**config.mk**
```make
export PLATFORM = sky130hd
export DESIGN_NAME = serial_port_tx
export DESIGN_NICKNAME = d
export VERILOG_FILES = /design/src/design/serial_port_pkg.sv /design/src/design/serial_port_tx.sv
export SDC_FILE = /design/constraint.sdc
export NUM_CORES = 1
export LEC_CHECK = 0
export BUFFER_PORTS_ARGS = -buffer_cell sky130_fd_sc_hd__buf_2
export CORE_MARGIN = 5
export CORE_UTILIZATION = 55
export DETAILED_ROUTE_END_ITERATION = 6
export PLACE_DENSITY = 0.79
export SETUP_SLACK_MARGIN = 0.4
export SYNTH_ARGS = -nofsm -noshare
export SYNTH_HDL_FRONTEND = slang
export SYNTH_SLANG_ARGS = --single-unit
export TNS_END_PERCENT = 5
```
**constraint.sdc**
```tcl
create_clock -name pclk -period 6.4 [get_ports pclk]
set_input_delay 0.32 -clock pclk [delete_from_list [all_inputs] [get_ports pclk]]
set_output_delay 0.32 -clock pclk [all_outputs]
set_load 0.05 [all_outputs]
```
**src/design/serial_port_pkg.sv**
```systemverilog
// constants, register map and state codes of the serial port transmit clocking
package serial_port_pkg;
  // =========================================================
  // timing
  localparam int unsigned CLK_PERIOD_NS = 4; // pclk period
  localparam int unsigned H_PER_CYCLE = 2; // H is half a pclk cycle
  localparam int unsigned EXTRA_HOLD_H = 4; // extra first-bit delay, in H
  localparam int unsigned EXTRA_HOLD_CYCLES = EXTRA_HOLD_H / H_PER_CYCLE;
  localparam int unsigned MIN_PERIOD_H = 4; // fastest internal shift clock
  localparam int unsigned MIN_DIVIDE = MIN_PERIOD_H / H_PER_CYCLE - 1;
  // =========================================================
  // widths
  localparam int unsigned DIV_W = 8;
  localparam int unsigned WORD_BITS = 16;
  localparam int unsigned BIT_W = 4;
  localparam int unsigned ADDR_W = 12;
  // =========================================================
  // register offsets
  localparam logic [11:0] CTRL_ADDR = 12'h000;
  localparam logic [11:0] TXDATA_ADDR = 12'h004;
  localparam logic [11:0] STATUS_ADDR = 12'h008;
  // =========================================================
  // control field positions
  localparam int unsigned DIV_LSB = 0;
  localparam int unsigned TX_CLK_POL_BIT = 8;
  localparam int unsigned RX_CLK_POL_BIT = 9;
  localparam int unsigned TX_SYNC_POL_BIT = 10;
  localparam int unsigned RX_SYNC_POL_BIT = 11;
  localparam int unsigned DELAY_LSB = 12;
  localparam int unsigned EXTRA_EN_BIT = 14;
  localparam int unsigned PORT_EN_BIT = 15;
  localparam logic [15:0] CTRL_RESET = 16'h0000;
  localparam logic [15:0] TXDATA_RESET = 16'h0000;
  // =========================================================
  // data delay codes
  localparam logic [1:0] DELAY_NONE = 2'h0;
  localparam logic [1:0] DELAY_ONE = 2'h1;
  typedef enum logic [2:0] {
    ST_IDLE = 3'b001,
    ST_DELAY = 3'b010,
    ST_SHIFT = 3'b100
  } tx_state_e;
endpackage

```
**src/design/serial_port_tx.sv**
```systemverilog
// serial port shift clock generator, frame syncs and transmit launch
//
// What this block does
// each polarity bit inverts the edge sense of its own clock or sync pin.
// internal shift clock period is (1 + divide) cycles of 2H.
// low phase is half period for zero/odd divide, divide/2 x 2H if even.
// high phase is half period for zero/odd, (divide/2 + 1) x 2H if even.
// internal shift clock never runs faster than a 4H period.
// internal receive frame sync changes after a receive clock rising edge.
// internal transmit frame sync changes after a transmit clock rising edge.
// bits after the first are driven out after a transmit clock rise.
// with one or two bit delay the first bit launches from a clock rise.
// with no delay the first bit launches with the frame sync rise.
// extra-enable option holds first bit output enable back by 4H; data is set at launch.
// after the last bit the output releases to high impedance on a rise.
// data output is driven only while frame bits shift, else released.
`timescale 1ns/1ps
module serial_port_tx (
  input logic pclk,
  input logic presetn,
  input logic psel,
  input logic penable,
  input logic pwrite,
  input logic [11:0] paddr,
  input logic [31:0] pwdata,
  output logic [31:0] prdata,
  output logic pready,
  output logic pslverr,
  output logic tx_shift_clock,
  output logic rx_shift_clock,
  output logic tx_frame_sync,
  output logic rx_frame_sync,
  output logic tx_serial_out,
  output logic tx_serial_oe_n
);
  localparam logic [7:0] MIN_DIV = 8'(serial_port_pkg::MIN_DIVIDE);
  localparam logic [3:0] LAST_BIT = 4'(serial_port_pkg::WORD_BITS - 1);
  localparam logic [1:0] HOLD_INIT =
    2'(serial_port_pkg::EXTRA_HOLD_CYCLES);
  // parked count is at or above any divide, so enabling always starts on a rise
  localparam logic [7:0] CNT_PARK = 8'hFF;

  logic [15:0] ctrl, next_ctrl;
  logic [15:0] tx_hold, next_tx_hold;
  logic pending, next_pending;
  logic [31:0] next_prdata;
  logic [7:0] cnt, next_cnt;
  logic sclk, next_sclk;
  logic [15:0] shreg, next_shreg;
  logic [3:0] bitcnt, next_bitcnt;
  logic dly_left, next_dly_left;
  logic [1:0] hold, next_hold;
  logic tx_out, next_tx_out;
  logic oe_n, next_oe_n;
  logic fs, next_fs;
  logic [3:0] rx_cnt, next_rx_cnt;
  logic rx_fs, next_rx_fs;
  serial_port_pkg::tx_state_e state, next_state;

  logic [7:0] divide, div_eff, high_len;
  logic [1:0] delay;
  logic en, extra, rise, launch, acc, wr, mapped;

  // =========================================================
  // control fields
  assign divide = ctrl[serial_port_pkg::DIV_LSB +: 8];
  assign delay = ctrl[serial_port_pkg::DELAY_LSB +: 2];
  assign en = ctrl[serial_port_pkg::PORT_EN_BIT];
  assign extra = ctrl[serial_port_pkg::EXTRA_EN_BIT];
  // clamp keeps the clock at or below the fastest legal rate
  assign div_eff = (divide < MIN_DIV) ? MIN_DIV : divide;
  // (d>>1)+1 gives half of an even period and d/2+1 for even d
  assign high_len = (div_eff >> 1) + 8'h01;
  assign rise = en && (cnt >= div_eff);

  // =========================================================
  // apb slave: zero wait states, read data latched in setup
  assign acc = psel && penable;
  assign wr = acc && pwrite;
  assign mapped = (paddr == serial_port_pkg::CTRL_ADDR) ||
                  (paddr == serial_port_pkg::TXDATA_ADDR) ||
                  (paddr == serial_port_pkg::STATUS_ADDR && !pwrite);
  assign pready = 1'b1;
  assign pslverr = acc && !mapped;

  // register file next values
  always_comb begin
    next_ctrl = ctrl;
    next_tx_hold = tx_hold;
    next_prdata = prdata;
    if (wr && paddr == serial_port_pkg::CTRL_ADDR) begin
      next_ctrl = pwdata[15:0];
    end
    if (wr && paddr == serial_port_pkg::TXDATA_ADDR) begin
      next_tx_hold = pwdata[15:0];
    end
    if (psel && !penable) begin
      unique case (paddr)
        serial_port_pkg::CTRL_ADDR: next_prdata = {16'h0000, ctrl};
        serial_port_pkg::TXDATA_ADDR: next_prdata = {16'h0000, tx_hold};
        serial_port_pkg::STATUS_ADDR: begin
          next_prdata = {24'h00_0000, bitcnt, fs, sclk,
                         state != serial_port_pkg::ST_IDLE, pending};
        end
        default: next_prdata = 32'h0000_0000;
      endcase
    end
  end

  // register file state
  always_ff @(posedge pclk or negedge presetn) begin
    if (!presetn) begin
      ctrl <= serial_port_pkg::CTRL_RESET;
      tx_hold <= serial_port_pkg::TXDATA_RESET;
      prdata <= 32'h0000_0000;
    end else begin
      ctrl <= next_ctrl;
      tx_hold <= next_tx_hold;
      prdata <= next_prdata;
    end
  end

  // =========================================================
  // shift clock divider; idle counter parks so the first edge is a rise
  always_comb begin
    next_cnt = CNT_PARK;
    next_sclk = 1'b0;
    if (en) begin
      next_cnt = rise ? 8'h00 : cnt + 8'h01;
      next_sclk = next_cnt < high_len;
    end
  end

  always_ff @(posedge pclk or negedge presetn) begin
    if (!presetn) begin
      cnt <= CNT_PARK;
      sclk <= 1'b0;
    end else begin
      cnt <= next_cnt;
      sclk <= next_sclk;
    end
  end

  // pins carry polarity-corrected clocks and syncs
  assign tx_shift_clock = sclk ^ ctrl[serial_port_pkg::TX_CLK_POL_BIT];
  assign rx_shift_clock = sclk ^ ctrl[serial_port_pkg::RX_CLK_POL_BIT];
  assign tx_frame_sync = fs ^ ctrl[serial_port_pkg::TX_SYNC_POL_BIT];
  assign rx_frame_sync = rx_fs ^ ctrl[serial_port_pkg::RX_SYNC_POL_BIT];
  assign tx_serial_out = tx_out;
  assign tx_serial_oe_n = oe_n;

  // =========================================================
  // receive frame sync: one bit wide, once per word of rises
  always_comb begin
    next_rx_cnt = 4'h0;
    next_rx_fs = 1'b0;
    if (en) begin
      next_rx_cnt = rx_cnt;
      next_rx_fs = rx_fs;
      if (rise) begin
        next_rx_cnt = rx_cnt + 4'h1;
        next_rx_fs = rx_cnt == 4'h0;
      end
    end
  end

  always_ff @(posedge pclk or negedge presetn) begin
    if (!presetn) begin
      rx_cnt <= 4'h0;
      rx_fs <= 1'b0;
    end else begin
      rx_cnt <= next_rx_cnt;
      rx_fs <= next_rx_fs;
    end
  end

  // =========================================================
  // transmit sequencer: frame sync, data delay, shift, release
  assign launch = rise && en &&
    ((state == serial_port_pkg::ST_IDLE && pending &&
      delay == serial_port_pkg::DELAY_NONE) ||
     (state == serial_port_pkg::ST_DELAY && !dly_left));

  always_comb begin
    next_state = state;
    next_shreg = shreg;
    next_bitcnt = bitcnt;
    next_dly_left = dly_left;
    next_hold = hold;
    next_tx_out = tx_out;
    next_oe_n = oe_n;
    next_fs = fs;
    next_pending = pending;
    // held-back first bit comes out when the hold runs out; with divide 0 or 1 a rise lands there and the second bit wins
    if (hold != 2'h0) begin
      next_hold = hold - 2'h1;
      if (hold == 2'h1) begin
        next_oe_n = 1'b0;
        next_tx_out = shreg[15];
      end
    end
    if (rise && fs) begin
      next_fs = 1'b0;
    end
    unique case (state)
      serial_port_pkg::ST_IDLE: begin
        if (rise && pending) begin
          next_fs = 1'b1;
          next_shreg = tx_hold;
          next_pending = 1'b0;
          next_dly_left = delay != serial_port_pkg::DELAY_ONE;
          next_state = serial_port_pkg::ST_DELAY;
        end
      end
      serial_port_pkg::ST_DELAY: begin
        if (rise) begin
          next_dly_left = 1'b0;
        end
      end
      serial_port_pkg::ST_SHIFT: begin
        if (rise) begin
          if (bitcnt == LAST_BIT) begin
            next_oe_n = 1'b1;
            next_hold = 2'h0;
            next_state = serial_port_pkg::ST_IDLE;
          end else begin
            next_bitcnt = bitcnt + 4'h1;
            next_shreg = {shreg[14:0], 1'b0};
            next_tx_out = shreg[14];
          end
        end
      end
    endcase
    if (launch) begin
      next_state = serial_port_pkg::ST_SHIFT;
      next_bitcnt = 4'h0;
      next_hold = extra ? HOLD_INIT : 2'h0;
      next_oe_n = extra;
      next_tx_out = (state == serial_port_pkg::ST_IDLE) ? tx_hold[15]
                                                       : shreg[15];
    end
    // a word written while a frame starts stays pending: the set wins
    if (wr && paddr == serial_port_pkg::TXDATA_ADDR) begin
      next_pending = 1'b1;
    end
    if (!en) begin
      next_state = serial_port_pkg::ST_IDLE;
      next_oe_n = 1'b1;
      next_fs = 1'b0;
      next_hold = 2'h0;
    end
  end

  always_ff @(posedge pclk or negedge presetn) begin
    if (!presetn) begin
      state <= serial_port_pkg::ST_IDLE;
      shreg <= 16'h0000;
      bitcnt <= 4'h0;
      dly_left <= 1'b0;
      hold <= 2'h0;
      tx_out <= 1'b0;
      oe_n <= 1'b1;
      fs <= 1'b0;
      pending <= 1'b0;
    end else begin
      state <= next_state;
      shreg <= next_shreg;
      bitcnt <= next_bitcnt;
      dly_left <= next_dly_left;
      hold <= next_hold;
      tx_out <= next_tx_out;
      oe_n <= next_oe_n;
      fs <= next_fs;
      pending <= next_pending;
    end
  end

  // =========================================================
  // checks: run length of each clock level, settled after a rise
  logic [7:0] run;
  logic settle;
  always_ff @(posedge pclk or negedge presetn) begin
    if (!presetn) begin
      run <= 8'h00;
      settle <= 1'b0;
    end else begin
      run <= (next_sclk != sclk) ? 8'h01 : run + 8'h01;
      settle <= (wr && paddr == serial_port_pkg::CTRL_ADDR) ? 1'b0
              : (rise ? 1'b1 : settle);
    end
  end
endmodule

```
# After elaboration in Yosys (flattened, before gate mapping)
# Cells that the tools add are included.
[totals]
out_inout_bits = 40
reg_bits = 108
in_bits = 49
wordCells = 138
[classes]
n_eq_ne = 19
add_sub_neg = 5
mux = 54
order_cmp = 3
n_reduce_logical = 37
n_bitwise = 4
[op_table]
columns = ["cell", "n"]
rows = [
  ["$mux W16", 3],
  ["$pmux W16 S3", 1],
  ["$pmux W16 S2", 1],
  ["$mux W1", 26],
  ["$mux W4", 6],
  ["$mux W8", 3],
  ["$logic_and A1 B1 Y1", 15],
  ["$mux W3", 5],
  ["$mux W2", 7],
  ["$reduce_bool A2 Y1", 7],
  ["$eq A12 B3 Y1 const B", 1],
  ["$eq A12 B4 Y1 const B", 1],
  ["$logic_not A12 Y1", 1],
  ["$ne A4 B4 Y1 const B", 3],
  ["$ne A2 B2 Y1 const B", 5],
  ["$add A4 B1 Y4 const B", 2],
  ["$add A7 B1 Y8 const B", 1],
  ["$add A8 B1 Y8 const B", 1],
  ["$ge A8 B8 Y1", 1],
  ["$lt A8 B1 Y1 const B", 1],
  ["$lt A8 B8 Y1", 1],
  ["$reduce_and A4 Y1", 2],
  ["$pmux W3 S2", 1],
  ["$reduce_and A3 Y1", 2],
  ["16 further kinds", 25],
]

# Longest topological paths before layout
# Gate-level depths: netlist (run 1).
[logic_depth]
word_depth = 9
ltp_mapped = 16
mapped_depth_nobuf = 14

# Worst setup path before layout (run 1)
# Ideal clock, no wire load.
[synth_timing]
kind = "flip-flop to flip-flop"
startpoint = "register ctrl[3]"
endpoint = "register sclk"
setup_time_ps = 86
arrival_ps = 3546
slack_ps = 2768
period_less_slack_ps = 3632
n_path_buf = 2
t_required_ps = 6314
path_stages_with_launch = 17
cell_sequence = "dfrtp_1 -> clkbuf_1 -> nor4_1 -> a41o_1 -> ha_1 -> nand2b_1 -> a2111o_1 -> a311oi_4 -> nor3_2 -> buf_2 -> nor2_1 -> ha_1 -> a21o_1 -> a21oi_1 -> o21ai_0 -> a211o_1 -> nor3_1"
[synth_between]
elab_chain_len = 7
elab_cells_between_ends = 8
classes_between = "add/sub (1); order compare (3); mux (3); reduce/logical (1)"
[synth_lines]
columns = ["element", "line", "source"]
rows = [
  ["from (decl)", "serial_port_tx.sv:43", "logic [15:0] ctrl, next_ctrl;"],
  ["from (signal assigned)", "serial_port_tx.sv:113", "ctrl <= serial_port_pkg::CTRL_RESET;"],
  ["from (signal assigned)", "serial_port_tx.sv:117", "ctrl <= next_ctrl;"],
  ["$lt A8 B1 Y1", "serial_port_tx.sv:71", "assign div_eff = (divide < MIN_DIV) ? MIN_DIV : divide;"],
  ["$mux W8 (*)", "serial_port_tx.sv:71", ""],
  ["$ge A8 B8 Y1", "serial_port_tx.sv:74", "assign rise = en && (cnt >= div_eff);"],
  ["$logic_and A1 B1 Y1", "serial_port_tx.sv:74", ""],
  ["$mux W8", "serial_port_tx.sv:129", "next_cnt = rise ? 8'h00 : cnt + 8'h01;"],
  ["$lt A8 B8 Y1 (*)", "serial_port_tx.sv:130", "next_sclk = next_cnt < high_len;"],
  ["$mux W1 (*)", "serial_port_tx.sv:128", "if (en) begin"],
  ["named net next_sclk", "serial_port_tx.sv:48", "logic sclk, next_sclk;"],
  ["to (signal assigned)", "serial_port_tx.sv:140", "sclk <= next_sclk;"],
  ["to (decl)", "serial_port_tx.sv:48", ""],
]
# The timed path passes the listed nets; every way through them passes the cells marked *.
# A chain may end at the register's enable or synchronous reset.

# Worst setup path after layout (run 1)
# Same ends and word-level chain as after synthesis.

==> flow_summary.ini, run 1 <==
[place]
pre_cts_ws_ns = 2.36
place_area_um2 = 5310
dpl.hpwl_um = 8360
placed_cells = 639
place_congestion = 0.894
portBuffers = 55

[logic_synthesis]
ys_top_cells_by_count = dfrtp_1, nand2_1, o21ai_0, mux2_2, nor2_1
ys.flop_type = dfrtp_1
synth.area.top_cells = dfrtp_1, mux2_2, nand2_1
synth_seq_cells = 92
synth_cell_types = 60
yosysTopAreaCell = dfrtp_1
synth_cells = 495
syn_area_um2 = 5060
synth_seq_area_share = 0.458
synth_edf_count = 0
async_reset_ff_frac = 1.00
yosysMostFrequentCell = dfrtp_1
synth.avg_cell_area_um2 = 10.2
yosysWarnings = 0
synth.top_cell.area_share = 0.406

[die]
die-area_um2 = 11200
die_x_um = 106
ios = 89
start_util = 0.555
rows = 35
core-area_um2 = 9110
die_h_um = 106

[worst_hold_path]
hp-class = in2reg

[global_routing]
antenna_found_initial = 0
grt_pass1_wl_um = 18800
overflow = 0
grtUsageTotal = 0.211
grt_pass1_vias = 3806
grt_max_degree = 91

[flow_run]
maxCapViolations = 0

[worst_setup_path]
path_buf_inv = 0
critPathTopFamily = compound AO/OA/AOI/OAI gates
cpMostUsedCell = ha_1
rrSetupSlack_ns = 2.26
worst_path_largest_cell_delay_ns = 0.55
crit_path_cell_trace = nor4_1 > a41o_1 > ha_1 > nand2b_1 > a2111o_1 > a311oi_4 > nor3_2 > nor2_1 > ha_1 > a21o_1 > a21oi_1 > o21ai_0 > a211o_1 > nor3_1
cp.arrival_ns = 4.42
crit_slowest_cell = a311oi_4
crit_required_ns = 6.68
critPathMaxFanout = 13
start_kind = register
cp-end-kind = register
setup.worst_path.class = reg2reg

[final_layout]
area_growth_pct = 8.81
drive_gt1_frac = 0.244
instances_no_fill = 656
fin_area_um2 = 5500
nets = 609
diodes = 0

[cts]
cts-htree-levels = 3
clockBufferDepth = 2
clk_pin_slew_worst_paths_ns = 0.10
postCtsSetupBuffers = 0
clock_latency_ns = 0.37
cts_tree = built
root_buffer = clkbuf_8
numCtsBuffers = 9
cts.sinks = 92
post_cts_resized = 0

[timing]
final-hold-violation-count = 0
max_freq_mhz = 241
finalSetupViolations = 0
tightest_slew_ns = 1.11
layout_setup_ws_ns = 2.26
slew_headroom = 0.258
rsz0062_at_grt = false
tns_ns = 0
drv_slew = 0
post-route-period-util = 0.647
period_needed_ns = 4.14
clock_skew_ns = 0.00984

[detailed_routing]
route.detailed.drc = 0
viasPerCell = 5.81
wirelength_um = 11500
drt_iter0_drc = 192
vias = 3811
drt-wirelength-per-cell_um = 17.5
antenna_left = 0
drt-pass1-iter-count = 4

[power_and_ir_drop]
powerDensity_nw_per_um2 = 241
total_power_uw = 1330
vdd_drop_max_v = 0.000133
leakage_uw = 0.00291

[status]
status = complete, no violations
==> worst register-to-register path, delay by kind of cell (launching register included) <==
family	cells	cell delay [ns]
AOI/OAI and AO/OA	7	2.04
adders and majority gates	2	0.47
DFF	1	0.49
and+or+nand+nor	5	1.06
==> final timing paths <==
kind	startpoint	endpoint	cells past startpoint
min in group asynchronous	presetn	hold[0]	2
worst min-delay path	pwdata[7]	ctrl[7]	3
worst max-delay path	ctrl[3]	sclk	14
worst max register to register	ctrl[3]	sclk	14
worst min register to register	prdata[8]	prdata[8]	2
max in group asynchronous	presetn	ctrl[4]	3
==> power breakdown <==
group          switching, uW  internal (uW)
sequential              32.8            624
combinational            190            108
clock                    223            147
total                    446            879
==> stage by stage <==
stage | util | hold WS [ns]
finish | 0.604 | 0.163
detailed placement | 0.582 | 0.109
global route | 0.604 | 0.172
global placement | 0.582 | 0.110
floorplan | - | 0.0244
CTS | 0.604 | 0.163
==> cell families after synthesis <==
family,share of synthesized area
and+or+nand+nor,0.154
DFF,0.458
AOI/OAI and AO/OA,0.119
muxes,0.132
buffers and inverters,0.0609
adders and majority gates,0.0495
xor gates and xnor gates,0.0260
other,0.00148
==> flip-flops by register name, indices dropped and copies added (netlist names) <==
name	flops
ctrl	16
prdata	16
shreg	16
tx_hold	16
cnt	8
bitcnt	4
rx_cnt	4
state	3
hold	2
dly_left	1
fs	1
pending	1
rx_fs	1
sclk	1
tx_serial_oe_n	1
tx_serial_out	1
==> repair_timing <==
action	4_1_cts	5_1_grt
endpoints found under the hold margin	2	0
hold buffers	1	0
endpoints found under the setup margin	0	0
==> area by class of cell <==
cell class                 count  area (um^2)
fill                         774         3610
multi-input combinational    361         2490
sequential                    92         2310
timing repair buffer          58          303
tap                          111          139
clock buffer                   9          124
inverter                      18         67.6
clock inverter                 7         63.8
==> cells in the final DEF (no fill, tap or decap), drive strengths merged, types with 15 or more instances in the layout <==
master,count
conb,17
mux2,39
o21ai,33
dfrtp,82
nand3,23
mux2i,19
ha,20
buf,57
inv,19
nor2,26
nand2,77
a21oi,15
==> per-layer routing <==
layer	vias up	wire length, um	GRT usage
li1	1800	-	-
met1	1859	5070	0.289
met2	131	5460	0.339
met3	21	732	0.0455
met4	0	210	0.0629
met5	-	0	0
Power figures use the tool's default switching activity.
==> run 2, diff against run 1 <==
--- a/config.mk
+++ b/config.mk
@@ -7,9 +7,9 @@
 export LEC_CHECK = 0
 export BUFFER_PORTS_ARGS = -buffer_cell sky130_fd_sc_hd__buf_2
 export CORE_MARGIN = 5
-export CORE_UTILIZATION = 55
+export CORE_UTILIZATION = 51
 export DETAILED_ROUTE_END_ITERATION = 6
-export PLACE_DENSITY = 0.79
+export PLACE_DENSITY = 0.77
 export SETUP_SLACK_MARGIN = 0.4
 export SYNTH_ARGS = -nofsm -noshare
 export SYNTH_HDL_FRONTEND = slang
==> constraint.sdc (replaced) <==
create_clock -name pclk -period 3.8 [get_ports pclk]
set_input_delay 0.19 -clock pclk [delete_from_list [all_inputs] [get_ports pclk]]
set_output_delay 0.19 -clock pclk [all_outputs]
set_load 0.05 [all_outputs]
==> flow_summary.ini, run 2 (synthesized netlist as in run 1, its figures left out) <==
[status]
status = complete, no violations

[final_layout]
diodes = 0
area_growth_pct = 11.8
post-route-util = 0.581
final_common_cell = dfrtp_1
most-common-layout-cells = dfrtp_1, nand2_1, buf_2
instances_no_fill = 688
multi_input_area_um2 = 2510
fin_area_um2 = 5650
seq_area_um2 = 2320
drive_gt1_frac = 0.265
num-fill-cells = 846
nets = 619

[timing]
slew_headroom = 0.320
drv_slew = 0
tns_ns = 0
final-hold-violation-count = 0
max_freq_mhz = 301
rsz0062_at_grt = true
finalSetupViolations = 0
post-route-period-util = 0.875
whs_ns = 0.0425
clock_skew_ns = 0.0105
period_needed_ns = 3.33
tightest_slew_ns = 1.02

[worst_setup_path]
critPathTopFamily = compound AO/OA/AOI/OAI gates
start_kind = register
cp-end-kind = register
worstReg2RegEnd = sclk
r2r_cells = 16
crit_path_cell_trace = nor4_2 > a41o_1 > ha_1 > nand2b_1 > a2111o_1 > a311oi_4 > nor3_4 > buf_4 > buf_4 > nor2_1 > ha_1 > nand2_1 > nor2_1 > o21ai_1 > nor2_1 > nor3_2
cpMostUsedCell = nor2_1
cp.arrival_ns = 3.62
crit_required_ns = 4.09
r2r-start = ctrl[4]
rrSetupSlack_ns = 0.47
path_buf_inv = 2
worst_path_largest_cell_delay_ns = 0.46
crit_slowest_cell = a2111o_1
critPathMaxFanout = 4
setup.worst_path.class = reg2reg

[die]
rows = 36
core-area_um2 = 9730
die_h_um = 110
die-area_um2 = 12000
die_x_um = 110
start_util = 0.520
ios = 89

[cts]
clk_pin_slew_worst_paths_ns = 0.09
clock_latency_ns = 0.36
cts_tree = built
root_buffer = clkbuf_8
clockBufferDepth = 2
cts-htree-levels = 3
cts.sinks = 92
numCtsBuffers = 9

[power_and_ir_drop]
leakage_uw = 0.00297
powerDensity_nw_per_um2 = 409
vdd_drop_max_v = 0.000200

[detailed_routing]
wirelength_um = 11500
drt_iter0_drc = 196
vias = 3830
drt-wirelength-per-cell_um = 16.7
viasPerCell = 5.57
route.detailed.drc = 0
antenna_left = 0
drt-pass1-iter-count = 4

[worst_hold_path]
hold_depth = 3
hp-class = in2reg
whs_endpoint = ctrl[6]
hold_path_startpoint = pwdata[6]

[place]
placed_cells = 664
dpl.hpwl_um = 8280
place_area_um2 = 5360
portBuffers = 55
place_congestion = 0.919

[global_routing]
grt_pass1_vias = 3852
antenna_found_initial = 0
grtUsageTotal = 0.202
grt_max_degree = 76
overflow = 0
grt_pass1_wl_um = 18800

[flow_run]
maxCapViolations = 0
run 2: worst reg2reg max path: cells and delay by family (launching register included):
| kind | cells | cell delay [ns] |
|---|---|---|
| AO/OA/AOI/OAI | 4 | 1.07 |
| AND/OR/NAND/NOR | 8 | 1.03 |
| adder cells (fa/ha/maj) | 2 | 0.47 |
| flip-flops | 1 | 0.39 |
| buffers and inverters | 2 | 0.29 |
run 2: layer usage:
layer | vias up | GRT usage | share of wire
met5 | - | 0 | 0
met4 | 0 | 0.0703 | 0.020
met3 | 20 | 0.0323 | 0.065
met2 | 150 | 0.337 | 0.48
met1 | 1848 | 0.268 | 0.44
li1 | 1812 | - | -
run 2: where the power goes:
group | internal, uW | leakage (uW) | switching (uW)
clock | 327 | 0.000101 | 364
sequential | 1050 | 0.00120 | 54.7
combinational | 194 | 0.00167 | 323
total | 1570 | 0.00297 | 742
run 2: worst max path at each step:
stage                end    start  cells past startpoint  slack, ns
floorplan           sclk  ctrl[5]                     15       0.42
global placement    sclk  ctrl[6]                     14       0.41
detailed placement  sclk  ctrl[6]                     14       0.30
CTS                 sclk  ctrl[5]                     14       0.40
global route        sclk  ctrl[4]                     16       0.32
finish              sclk  ctrl[4]                     16       0.47
run 2: through the flow:
step | setup WS, ns | power [uW]
finish | 0.475 | 2310
floorplan | 0.420 | 1490
CTS | 0.404 | 2300
global route | 0.317 | 2440
global placement | 0.412 | 1590
detailed placement | 0.303 | 1620
run 2: what timing repair did:
action	CTS	global route
gates resized for setup	1	5
endpoints found under the setup margin	1	1
pin swaps	2	10
hold endpoints to repair	22	0
hold buffers	1	0
buffers inserted	6	1
run 2: area by class of cell:
type	count	share of cell area
timing repair buffer	68	0.0668
tap	133	0.0294
clock buffer	10	0.0243
multi-input combinational	361	0.444
sequential	92	0.410
inverter	18	0.0120
clock inverter	6	0.0133
==> run 3, diff against run 2 <==
--- a/config.mk
+++ b/config.mk
@@ -5,12 +5,15 @@
 export SDC_FILE = /design/constraint.sdc
 export NUM_CORES = 1
 export LEC_CHECK = 0
+export ABC_AREA = 1
 export BUFFER_PORTS_ARGS = -buffer_cell sky130_fd_sc_hd__buf_2
 export CORE_MARGIN = 5
 export CORE_UTILIZATION = 51
 export DETAILED_ROUTE_END_ITERATION = 6
 export PLACE_DENSITY = 0.77
+export RECOVER_POWER = 100
 export SETUP_SLACK_MARGIN = 0.4
+export SLEW_MARGIN = 20
 export SYNTH_ARGS = -nofsm -noshare
 export SYNTH_HDL_FRONTEND = slang
 export SYNTH_SLANG_ARGS = --single-unit
==> flow_summary.ini, run 3 <==
[detailed_routing]
viasPerCell = 5.37
antenna_left = 0
vias = 4181
drt_iter0_drc = 323
drt-pass1-iter-count = 5
drt-wirelength-per-cell_um = 15.5
wirelength_um = 12100
route.detailed.drc = 0

[final_layout]
post-route-util = 0.554
most-common-layout-cells = nand2_1, dfrtp_1, inv_1
drive_gt1_frac = 0.138
area_growth_pct = 5.75
final_common_cell = nand2_1
diodes = 0
nets = 711

[logic_synthesis]
synth.area.top_cells = dfrtp_1, nand2_1, inv_1
synth_cell_types = 44
ys_top_cells_by_count = nand2_1, dfrtp_1, inv_1, o21ai_1, nor2_1
yosysMostFrequentCell = nand2_1
synth.top_cell.area_share = 0.401
yosysWarnings = 0
yosysTopAreaCell = dfrtp_1
synth_seq_cells = 92
async_reset_ff_frac = 1.00
synth_seq_area_share = 0.452
synth_cells = 592
syn_area_um2 = 5120
synth.avg_cell_area_um2 = 8.64
synth_edf_count = 0
ys.flop_type = dfrtp_1

[cts]
clockBufferDepth = 2
cts_tree = built
root_buffer = clkbuf_8
clk_pin_slew_worst_paths_ns = 0.08
clock_latency_ns = 0.35
cts-htree-levels = 3
cts.sinks = 92
numCtsBuffers = 9
postCtsSetupBuffers = 0

[worst_setup_path]
rrSetupSlack_ns = 0.71
worstReg2RegEnd = state[2]
r2r_cells = 19
cp.arrival_ns = 3.38
crit_required_ns = 4.08
cp-end-kind = register
crit_path_start = ctrl[6]
r2r-start = ctrl[6]
start_kind = register
worstSetupEndpoint = state[2]
setup.worst_path.class = reg2reg
critPathMaxFanout = 13

[timing]
drv_slew = 72
period_needed_ns = 3.09
layout_setup_ws_ns = 0.707
max_freq_mhz = 323
final-hold-violation-count = 0
slew_headroom = -0.149
tightest_slew_ns = 1.72
post-route-period-util = 0.814
rsz0062_at_grt = false
clock_skew_ns = 0.00783
finalSetupViolations = 0
tns_ns = 0

[power_and_ir_drop]
p_seq_frac = 0.598
switching_power_uw = 407
vdd_drop_max_v = 0.000189
pwr-share-comb = 0.059
clockPowerShare = 0.343
swShare = 0.248
leakage_uw = 0.00261
powerDensity_nw_per_um2 = 303
intPower_uw = 1230

[global_routing]
overflow = 0
grt_max_degree = 72
grt_pass1_vias = 3954
grtUsageTotal = 0.207
grt_pass1_wl_um = 19300
antenna_found_initial = 0

[status]
violations = max-capacitance violations, max-slew violations
status = complete, but fails checks

[place]
portBuffers = 55
pre_cts_ws_ns = 1.09
place_congestion = 0.901
dpl.hpwl_um = 8990

[die]
core-area_um2 = 9770
die_x_um = 110
start_util = 0.523
ios = 89
rows = 36
die_h_um = 110
die-area_um2 = 12100

[flow_run]
maxCapViolations = 1

[worst_hold_path]
hp-class = in2reg
-- run 3: cell types whose count changed after synthesis, sizes merged, moves of 16 or more --
cell,change
mux2,-39
mux2i,-19
nand2,+63
inv,+65
o211ai,+16
o21ai,+48
-- run 3: critical path, cell delays in order (launching register included) --
cell      delay, ns
dfrtp_1        0.43
nor4_1         0.29
a41o_1         0.21
ha_1           0.14
inv_1          0.04
nand2_1        0.05
nand2_1        0.05
nand2_1        0.05
nand2_1        0.04
nand2_1        0.05
nand3_1        0.33
nand2_4        0.27
clkinv_4       0.16
nand2_1        0.26
inv_1          0.14
nor2_1         0.20
nand3_2        0.10
nand2_1        0.10
nand2_1        0.05
nand2_1        0.06
-- run 3: metrics by stage --
step                      total power, uW  instances  hold WS (ns)  cell area [um^2]
after floorplan                      1070        607        -0.106              5170
after global placement               1100        763         0.364              5400
after detailed placement             1100        763         0.370              5400
after CTS                            1650        779        0.0938              5570
after global routing                 1700        779        0.0983              5410
final                                1640        779         0.105              5410
-- run 3: how the worst min path moves through the flow --
stage / from / slack, ns / to / cells past startpoint
global route: pwdata[14] / 0.1 / tx_hold[14] / 3
global placement: presetn / 0.36 / rx_cnt[3] / 1
CTS: pwdata[2] / 0.09 / tx_hold[2] / 3
detailed placement: presetn / 0.37 / rx_cnt[2] / 1
floorplan: presetn / -0.11 / bitcnt[0] / 0
finish: pwdata[3] / 0.10 / ctrl[3] / 3
-- run 3: power by group through the flow --
stage               Clock, uW  Combinational, uW  Sequential [uW]
global placement            0               98.7             1000
CTS                       564                101              981
global route              611                109              982
detailed placement          0                100             1000
floorplan                   0               71.2             1000
finish                    562               97.6              981
-- run 3: layout make-up --
| type | instances | area (um^2) |
|---|---|---|
| fill | 916 | 4360 |
| sequential | 92 | 2310 |
| multi-input combinational | 394 | 2170 |
| inverter | 84 | 320 |
| timing repair buffer | 61 | 284 |
| tap | 133 | 166 |
| clock buffer | 13 | 139 |
| clock inverter | 2 | 12.5 |
-- run 3: what timing repair did --
item / 4_1_cts / 5_1_grt
endpoints found under the hold margin: 19 / 0
hold buffers: 1 / 0
endpoints found under the setup margin: 0 / 0
gates resized for setup: 0 / 0
-- run 3: logic make-up (layout without fill, tap and decap cells) --
kind of cell	count (synthesis)	count (layout)	synth area share
and+or+nand+nor	212	212	0.191
AOI/OAI and AO/OA	132	132	0.173
buffers and inverters	121	160	0.112
DFF	92	92	0.452
adders and majority gates	20	20	0.0489
xor gates and xnor gates	13	13	0.0223
other	2	17	0.00147
-- run 3: metal layers --
| layer | GRT usage | vias up | wire length [um] |
|---|---|---|---|
| met5 | 0 | - | 0 |
| met4 | 0.0589 | 0 | 206 |
| met3 | 0.0408 | 20 | 665 |
| met2 | 0.333 | 156 | 5860 |
| met1 | 0.286 | 2013 | 5340 |
| li1 | - | 1992 | - |
